### src/inc/sss_pkg.sv
// shared constants and types of the soft-start initialisation sequencer
package sss_pkg;
    // ------------------------------------------------------------------
    // timing
    // ------------------------------------------------------------------
    localparam int SYS_CLK_NS      = 10;       // sys_clk period
    localparam int SW_PERIOD_NS    = 1428;     // switching period at 700 kHz
    localparam int PHASE_DIV_CYC   = SW_PERIOD_NS / SYS_CLK_NS;
    localparam int GATE_OFF_MAX_NS = 100;      // longest gate turn-off latency
    localparam int GATE_OFF_CYC    = GATE_OFF_MAX_NS / SYS_CLK_NS;
    localparam int START_DELAY_CYC = 384;      // phase pulses before soft-start
    localparam int SS_RAMP_CYC     = 2560;     // phase pulses for 0 V to 0.6 V
    // ------------------------------------------------------------------
    // widths and reset values
    // ------------------------------------------------------------------
    localparam int DIV_W           = 8;
    localparam int DLY_W           = 9;
    localparam int SS_W            = 12;
    localparam logic RST_LOW       = 1'b0;
    localparam logic RST_HIGH      = 1'b1;
    // ------------------------------------------------------------------
    // sequencer states
    // ------------------------------------------------------------------
    typedef enum logic [1:0] {
        SQ_IDLE,
        SQ_DELAY,
        SQ_SOFT,
        SQ_RUN
    } sss_state_t;
endpackage : sss_pkg

### src/core/sss_phase_div.sv
// phase clock divider: one-cycle enable pulse per switching period
`timescale 1ns/1ps
module sss_phase_div
    import sss_pkg::*;
#(
    parameter int DIV = PHASE_DIV_CYC
) (
    // clock and reset
    input  wire logic sys_clk,
    input  wire logic rstn,
    // control
    input  wire logic run,
    // phase pulse
    output logic      phase_pulse
);
    logic [DIV_W-1:0] cnt_q;

    // --------------------------------------------------------------------
    // divider
    // --------------------------------------------------------------------
    // restarts from zero whenever run drops so every start attempt is aligned
    always_ff @(posedge sys_clk or negedge rstn) begin
        if (!rstn) begin
            cnt_q <= '0;
        end else if (!run || cnt_q == DIV_W'(DIV - 1)) begin
            cnt_q <= '0;
        end else begin
            cnt_q <= cnt_q + DIV_W'(1);
        end
    end

    // pulse on the last count of each period
    always_ff @(posedge sys_clk or negedge rstn) begin
        if (!rstn) begin
            phase_pulse <= RST_LOW;
        end else begin
            phase_pulse <= run && cnt_q == DIV_W'(DIV - 2);
        end
    end
endmodule : sss_phase_div

### src/core/sss_sequencer.sv
// soft-start initialisation sequencer with pre-charge and overvoltage handling
// Operation
// RL1 - supply and enable drop resets sequencer anytime
// RL2 - soft-start 384 cycles after all ready
// RL3 - enable sink on until system enabled
// RL4 - fault clears soft-start, gates off quickly
// RL5 - ramp counter steps per phase, 2560 total
// RL6 - gates withheld until first pwm pulse
// RL7 - low side off first switching cycle
// RL8 - prebias above target waits for reference
// RL9 - 113 to 120 percent: hiccup low side
// RL10 - above 120 percent latches off
// RL11 - latch clears only on bias removal
// RL12 - counters restart from zero each attempt
`timescale 1ns/1ps
module sss_sequencer
    import sss_pkg::*;
(
    // clock and reset
    input  wire logic            sys_clk,
    input  wire logic            rstn,
    // start qualifiers
    input  wire logic            en_above_th,
    input  wire logic            vcc_por_ok,
    input  wire logic            driver_bias_supply_por_ok,
    input  wire logic            pll_locked,
    // modulator and output comparators
    input  wire logic            pwm_in,
    input  wire logic            vout_above_target,
    input  wire logic            ref_reached_vout,
    input  wire logic            vout_above_113,
    input  wire logic            vout_above_120,
    input  wire logic            vout_below_87,
    // gate drives
    output logic                 high_side_gate_drive,
    output logic                 low_side_gate_drive,
    // enable pin control
    output logic                 enable_sink_on,
    output logic                 enable_pull_low,
    // status
    output logic [SS_W-1:0]      soft_start_level,
    output logic                 soft_start_done,
    output logic                 latched_off
);
    // --------------------------------------------------------------------
    // declarations
    // --------------------------------------------------------------------
    sss_state_t       state_q;
    logic [DLY_W-1:0] dly_cnt_q;
    logic [SS_W-1:0]  ss_cnt_q;
    logic             phase_pulse;
    logic             ready;
    logic             released_q;
    logic             prebias_hold_q;
    logic             first_cyc_q;
    logic             ls_sink_q;
    logic             sink_spent_q;
    logic             release_now;
    logic             ramping;

    // all start conditions; any drop is a reset of the sequence
    assign ready = en_above_th && vcc_por_ok && driver_bias_supply_por_ok
                   && pll_locked && !latched_off && !ls_sink_q;   // RL1
    assign ramping = state_q == SQ_SOFT || state_q == SQ_RUN;
    assign release_now = ready && ramping && !released_q && !prebias_hold_q && pwm_in;

    sss_phase_div #(
        .DIV         (PHASE_DIV_CYC)
    ) u_div (
        .sys_clk     (sys_clk),
        .rstn        (rstn),
        .run         (ready),
        .phase_pulse (phase_pulse)
    );

    // --------------------------------------------------------------------
    // sequence state
    // --------------------------------------------------------------------
    always_ff @(posedge sys_clk or negedge rstn) begin
        if (!rstn) begin
            state_q <= SQ_IDLE;
        end else if (!ready) begin
            state_q <= SQ_IDLE;                                   // RL1
        end else begin
            case (state_q)
                SQ_IDLE: state_q <= SQ_DELAY;
                SQ_DELAY: begin
                    if (phase_pulse && dly_cnt_q == DLY_W'(START_DELAY_CYC - 1)) begin
                        state_q <= SQ_SOFT;                       // RL2
                    end
                end
                SQ_SOFT: begin
                    if (phase_pulse && ss_cnt_q == SS_W'(SS_RAMP_CYC - 1)) begin
                        state_q <= SQ_RUN;
                    end
                end
                SQ_RUN: state_q <= SQ_RUN;
                default: state_q <= SQ_IDLE;
            endcase
        end
    end

    // start delay counter, cleared outside the delay phase
    always_ff @(posedge sys_clk or negedge rstn) begin
        if (!rstn) begin
            dly_cnt_q <= '0;
        end else if (!ready || state_q != SQ_DELAY) begin
            dly_cnt_q <= '0;                                      // RL12
        end else if (phase_pulse) begin
            dly_cnt_q <= dly_cnt_q + DLY_W'(1);                   // RL2
        end
    end

    // soft-start ramp counter doubles as the reference level
    always_ff @(posedge sys_clk or negedge rstn) begin
        if (!rstn) begin
            ss_cnt_q <= '0;
        end else if (!ready) begin
            ss_cnt_q <= '0;                                       // RL4 RL12
        end else if (state_q == SQ_SOFT && phase_pulse) begin
            ss_cnt_q <= ss_cnt_q + SS_W'(1);                      // RL5
        end
    end

    // --------------------------------------------------------------------
    // pre-charged output handling
    // --------------------------------------------------------------------
    // sampled during the delay so a prebias is known before the ramp starts
    always_ff @(posedge sys_clk or negedge rstn) begin
        if (!rstn) begin
            prebias_hold_q <= RST_LOW;
        end else if (!ready) begin
            prebias_hold_q <= RST_LOW;
        end else if (state_q == SQ_DELAY) begin
            prebias_hold_q <= vout_above_target;                  // RL8
        end else if (ref_reached_vout) begin
            prebias_hold_q <= RST_LOW;                            // RL8
        end
    end

    // drivers see pwm only after the first pulse during the ramp
    always_ff @(posedge sys_clk or negedge rstn) begin
        if (!rstn) begin
            released_q <= RST_LOW;
        end else if (!ready) begin
            released_q <= RST_LOW;
        end else if (release_now) begin
            released_q <= RST_HIGH;                               // RL6
        end
    end

    // bootstrap charge window: first switching period after release
    always_ff @(posedge sys_clk or negedge rstn) begin
        if (!rstn) begin
            first_cyc_q <= RST_LOW;
        end else if (!ready) begin
            first_cyc_q <= RST_LOW;
        end else if (release_now) begin
            first_cyc_q <= RST_HIGH;                              // RL7
        end else if (phase_pulse) begin
            first_cyc_q <= RST_LOW;
        end
    end

    // --------------------------------------------------------------------
    // overvoltage protection
    // --------------------------------------------------------------------
    // latch survives enable toggles; only loss of control bias clears it
    always_ff @(posedge sys_clk or negedge rstn) begin
        if (!rstn) begin
            latched_off <= RST_LOW;
        end else if (!vcc_por_ok) begin
            latched_off <= RST_LOW;                               // RL11
        end else if (vout_above_120) begin
            latched_off <= RST_HIGH;                              // RL10
        end
    end

    // once latched, the low side sinks only until the first fall below 87 percent
    always_ff @(posedge sys_clk or negedge rstn) begin
        if (!rstn) begin
            sink_spent_q <= RST_LOW;
        end else if (!vcc_por_ok) begin
            sink_spent_q <= RST_LOW;
        end else if (latched_off && vout_below_87) begin
            sink_spent_q <= RST_HIGH;                             // RL10
        end
    end

    // low-side sink hysteresis; set wins over the release threshold
    always_ff @(posedge sys_clk or negedge rstn) begin
        if (!rstn) begin
            ls_sink_q <= RST_LOW;
        end else if (vout_above_113 && !sink_spent_q) begin
            ls_sink_q <= RST_HIGH;                                // RL9
        end else if (vout_below_87 || sink_spent_q) begin
            ls_sink_q <= RST_LOW;                                 // RL9
        end
    end

    // --------------------------------------------------------------------
    // registered outputs
    // --------------------------------------------------------------------
    // gates follow pwm and the qualifiers by one edge, the overvoltage comparators by two, well inside the 100 ns limit
    always_ff @(posedge sys_clk or negedge rstn) begin
        if (!rstn) begin
            high_side_gate_drive <= RST_LOW;
            low_side_gate_drive  <= RST_LOW;
        end else begin
            high_side_gate_drive <= ready && released_q && pwm_in;            // RL4 RL6
            low_side_gate_drive  <= (ready && released_q && !pwm_in
                                     && !first_cyc_q) || ls_sink_q;         // RL7 RL9
        end
    end

    // enable pin controls and status
    always_ff @(posedge sys_clk or negedge rstn) begin
        if (!rstn) begin
            enable_sink_on   <= RST_HIGH;
            enable_pull_low  <= RST_LOW;
            soft_start_level <= '0;
            soft_start_done  <= RST_LOW;
        end else begin
            enable_sink_on   <= !ready;                           // RL3
            enable_pull_low  <= ls_sink_q || latched_off;         // RL9 RL10
            soft_start_level <= ss_cnt_q;
            soft_start_done  <= ready && state_q == SQ_RUN;
        end
    end
endmodule : sss_sequencer

### config.mk
export PLATFORM = sky130hd
export DESIGN_NAME = sss_sequencer
export DESIGN_NICKNAME = d
export VERILOG_FILES = /design/src/inc/sss_pkg.sv /design/src/core/sss_phase_div.sv /design/src/core/sss_sequencer.sv
export SDC_FILE = /design/constraint.sdc
export NUM_CORES = 1
export LEC_CHECK = 0
export BUFFER_PORTS_ARGS = -buffer_cell sky130_fd_sc_hd__clkbuf_2
export CAP_MARGIN = 20
export CORE_MARGIN = 5
export CORE_UTILIZATION = 51
export CTS_CLUSTER_DIAMETER = 150
export DETAILED_ROUTE_END_ITERATION = 10
export PLACE_DENSITY = 0.82
export SYNTH_ARGS = -nofsm -noshare
export SYNTH_HDL_FRONTEND = slang
export SYNTH_SLANG_ARGS = --single-unit
### constraint.sdc
create_clock -name sys_clk -period 1.3 [get_ports sys_clk]
set_clock_uncertainty 0.1 [all_clocks]
set_input_delay 0.065 -clock sys_clk [delete_from_list [all_inputs] [get_ports sys_clk]]
set_output_delay 0.065 -clock sys_clk [all_outputs]
set_load 0.03 [all_outputs]
### Word-level counts from Yosys, hierarchy flattened

Cells that the tools add are included.

| cells by class | value |
|---|---|
| add/sub/neg operators | 3 |
| equal/unequal tests | 16 |
| multiplexer cells | 23 |
| reductions and logical operators | 38 |

Operators by type and width:

| cell | number |
|---|---|
| 12-bit two-way mux | 2 |
| 1-bit logical AND | 20 |
| 9-bit two-way mux | 2 |
| 8-bit == test, second input constant | 2 |
| 1-bit two-way mux | 14 |
| 12-bit by 1-bit adder with 12-bit output, second input constant | 1 |
| 12-bit == test, second input constant | 1 |
| 2-bit by 1-bit != test with 1-bit output, second input constant | 5 |
| 9-bit by 1-bit adder with 9-bit output, second input constant | 1 |
| 9-bit == test, second input constant | 1 |
| 8-bit by 1-bit adder with 8-bit output, second input constant | 1 |
| 1-bit zero test | 8 |
| 8-bit two-way mux | 1 |
| 2-bit one-hot mux with 4 select lines | 1 |
| 1-bit logical OR | 6 |
| 2-bit two-way mux | 3 |
| 3-bit != test, second input constant | 2 |
| 2-bit == test, second input constant | 2 |
| 2-bit nonzero test | 2 |
| 3-bit by 1-bit != test with 1-bit output, second input constant | 1 |
| 3-bit by 2-bit != test with 1-bit output, second input constant | 1 |
| 2-bit by 1-bit == test with 1-bit output, second input constant | 1 |
| 2-bit zero test | 1 |
| 2-bit AND reduction | 1 |

| word-level totals | value |
|---|---|
| bits in registers | 55 |
| bits of input ports | 12 |
| logic and storage cells | 97 |

### Longest topological paths before layout

| depth | value |
|---|---|
| depth after elaboration | 11 |
| gate-level depth with buffers | 5 |

### Modules after synthesis

Synthesis repeated with hierarchy kept, for this count alone.

| unflattened totals | value |
|---|---|
| cell total of the unflattened synthesis | 209 |
| area, all modules | 2382.3 µm² |

By module, submodules not included:

| module | times used | cells an instance | area an instance (µm²) | seq. area each (µm²) |
|---|---|---|---|---|
| sss_sequencer | 1 | 165 | 1914.3 | 1152.4 |
| sss_phase_div | 1 | 44 | 467.9 | 225.2 |

### Worst setup path before layout

OpenSTA, ideal clock, no wires.

| timing | value |
|---|---|
| path type | reg2reg |
| start point | reg latched_off |
| end point | reg u_div.cnt_q[2] |
| library setup time | 0.072 ns |
| arrival time | 1.348 ns |
| required time | 1.128 ns |
| setup slack | -0.220 ns |
| cell stages (with the launch flop) | 6 |
| path buffers | 0 |
| cells stage by stage | dfrtp_1 > or2_1 > nor2_4 > inv_2 > a21o_1 > nor2_1 |

| on the way | value |
|---|---|
| cells in the longest elaborated chain, start to end | 6 |

RTL lines:

| what | line | RTL |
|---|---|---|
| start, declared | sss_sequencer.sv:43 | `output logic latched_off` |
| start signal, assigned | sss_sequencer.sv:171 | `latched_off <= RST_LOW;` |
| start signal, assigned | sss_sequencer.sv:173 | `latched_off <= RST_LOW;` |
| start signal, assigned | sss_sequencer.sv:175 | `latched_off <= RST_HIGH;` |
| 1-bit zero test | sss_sequencer.sv:63 | `&& pll_locked && !latched_off && !ls_sink_q;` |
| 1-bit logical AND (2 in series) | sss_sequencer.sv:63 |  |
| 1-bit zero test | sss_phase_div.sv:25 | `end else if (!run \|\| cnt_q == DIV_W'(DIV - 1)) begin` |
| 1-bit logical OR | sss_phase_div.sv:25 |  |
| 8-bit two-way mux | sss_phase_div.sv:25 |  |
| end signal, assigned | sss_phase_div.sv:28 | `cnt_q <= cnt_q + DIV_W'(1);` |
| end, declared | sss_phase_div.sv:16 | `logic [DIV_W-1:0] cnt_q;` |

Every way passes these cells.
A chain may end at the register's enable or synchronous reset.

### Worst setup path after layout

| timing | value |
|---|---|
| start point | reg ss_cnt_q[1] |
| end point | reg ss_cnt_q[4] |

| on the way | value |
|---|---|
| cells in the longest elaborated chain, start to end | 3 |

RTL lines:

| what | line | RTL |
|---|---|---|
| start, declared | sss_sequencer.sv:50 | `logic [SS_W-1:0] ss_cnt_q;` |
| start signal, assigned | sss_sequencer.sv:121 | `ss_cnt_q <= ss_cnt_q + SS_W'(1);` |
| 12-bit by 1-bit adder with 12-bit output | sss_sequencer.sv:121 |  |
| 12-bit two-way mux | sss_sequencer.sv:120 | `end else if (state_q == SQ_SOFT && phase_pulse) begin` |
| 12-bit two-way mux | sss_sequencer.sv:118 | `end else if (!ready) begin` |

Every way passes these cells. The select of a mux whose other input is x is not followed.

==> qor.yml <==
clk_latency_ns: 0.32
fin_cells: 329
worstPathArrival_ns: 1.61
fp.dieArea_um2: 5975
grt.total_usage_pct: 19.91
status: "finished, violations left"
post_drt_wl_per_cell_um: 18.00
synth_compound_area_share_pct: 3.900
clockRootBuffer: "clkbuf_8"
ys_seq_elements: 55
drt_iter0_drc: 230
top_usage_layer: "met2"
nets: 293
failed_checks: "setup timing"
cts.sinks: 55
syn_avg_cell_area_um2: 11.55
irDropWorstVdd_v: 0.0005397
area_growth_pct: 38.08
hold_path.class: "in -> async"
setup_slack_ns: -0.1583
antenna_found_initial: 0
io_buffers: 29
cp_max_fo: 7
cp.required_ns: 1.45
place_inst: 306
worst_setup_path_start_kind: "flop"
cpPeakStageDelay_ns: 0.42
diodes: 0
routed_wl_um: 5921
min_period_ns: 1.458
worst_pin_slew_ns: 0.3611
synth_area_um2: 2310
grt_pass1_wl_um: 9225
clk_pin_slew_ns: 0.10
grt_pass1_vias: 1915
synthAdderAreaFrac_pct: 2.709
cts_buffers: 5
synthMuxAreaShare_pct: 0.8667
syn_nets: 217
p_leak_nw: 1.514
core_um2: 4384
ant_nets: 0
synthArstFlopShare_pct: 100.0
synth-main-ff-cell: "dfrtp_1"
vias_per_cell: 5.541
synth_top_family_by_area: "simple AND/OR/NAND/NOR gates"
std_cell_rows: 24
place_hpwl_um: 3358
cp_top_family: "simple AND/OR/NAND/NOR gates"
grt_util_met1_pct: 22.98
drive_above_1_share_pct: 42.96
timing.slew.headroom_pct: 75.88
setup_violations: 38
critical_path_class: "reg -> reg"
cts_max_path_buffers: 2
dp_slack_ns: -0.1180
critPathCaptureType: "flop"
slew_violations: 0
yosysWarnings: 0
powerDensity_nw_per_um2: 904.5
grt_start_max_net_pins: 31
vias: 1823
gp_congestion: 0.8175
ios: 30
fin_crit_sh_pct: 112.2
drv_cap: 0
crit_slowest_cell: "dfrtp_1"
synth_edf_count: 0
met3_usage_pct: 4.684
tns_ns: -3.801
synthSimpleGateAreaFrac_pct: 22.10
crit_chain: "ha_4, nand4b_4, or3_4, a21oi_2"
synth_cell_types: 35
rsz0062_at_grt: "true"
chipHeight_um: 77.30
layout_common_cells: "dfrtp_1, clkbuf_2, buf_4, nor2_1, xnor2_1"
drc: 0
finalPower_mw: 2.885
final_common_cell: "dfrtp_1"
cts_tree: "done"
use_met2_pct: 33.59
synthCells: 200
overflow: 0
path_buf_inv: 0
die-width_um: 77.30
max_clock_freq_mhz: 685.7
yosysSeqAreaShare_pct: 59.64
synth_xor_xnor_area_share_pct: 8.722
cts.htree.levels: 2
start_util_pct: 52.68
hold_viol_final: 0
dr.pass1.iters: 4
==> area by class of cell <==
class                   instances  area, um2
clock buffers                   5      68.82
clock inverters                 3      25.02
fillers                       279       1195
inverters                      10      40.04
multi-input cells             133       1067
flip-flops and latches         55       1384
well taps                      52      65.06
repair buffers                 71      539.3
==> logic make-up after synthesis <==
family / Yosys count
AND/OR/NAND/NOR: 88
buffers and inverters: 12
XOR/XNOR: 23
multiplexers: 2
AO/OA/AOI/OAI: 15
flip-flops: 55
adder cells (fa/ha/maj): 5
==> Yosys cell counts (3+ instances only) <==
library cell  number  area share (%)
xor2_1             9             3.4
nand3_1            5             1.1
nor2_1            36             5.9
nand2_1            8             1.3
inv_1              9             1.5
nor3_1             7             1.5
nand4_1           10             2.7
and3_1             4             1.1
dfrtp_1           54              59
nor2b_1            3            0.81
xnor2_1           14             5.3
ha_1               5             2.7
a21oi_1            7             1.5
==> final timing paths <==
check	start	endpoint	slack [ns]	cells after the start
setup / recovery	ss_cnt_q[1]	ss_cnt_q[4]	-0.16	4
hold / removal	rstn	u_div.cnt_q[4]	0.04	2
setup reg to reg	ss_cnt_q[1]	ss_cnt_q[4]	-0.16	4
hold reg to reg	sink_spent_q	ls_sink_q	0.34	1
max in group asynchronous	rstn	enable_sink_on	0.49	3
min in group sys_clk	en_above_th	state_q[0]	0.16	5
==> sequential cells by signal, summed over array words and instances, names as in the netlist, 2 cells and up <==
signal	flops
dly_cnt_q	9
state_q	2
u_div.cnt_q	8
ss_cnt_q	12
soft_start_level	12
==> timing repair <==
item / 4_1_cts / 5_1_grt
gates resized for setup: 25 / 26
cloned: 1 / 0
endpoints found under the hold margin: 61 / 0
setup endpoints to repair: 33 / 38
pin swaps: 2 / 11
hold buffers: 8 / 0
buffers inserted: 3 / 3
==> metrics by stage <==
step                hold WS (ns)  utilization (%)  instance area [um2]
finish                   0.04181            72.75                 3189
global route             0.05921            72.75                 3189
CTS                      0.03119            69.72                 3057
detailed placement       -0.1586            62.53                 2741
global placement         -0.1637            62.53                 2741
floorplan                -0.3306                -                 2326
==> per-layer routing <==
layer / vias up / routed length [um]
met5: - / 0
met4: 0 / 142
met3: 10 / 216
met2: 50 / 3169
met1: 937 / 2393
li1: 826 / -
==> power by group <==
group	leakage (nW)	internal (mW)	switching [mW]
logic	0.723	0.0729	0.0941
registers	0.747	1.73	0.00733
clock network	0.0443	0.386	0.599
total	1.51	2.18	0.701
Power figures use the tool's default switching activity.
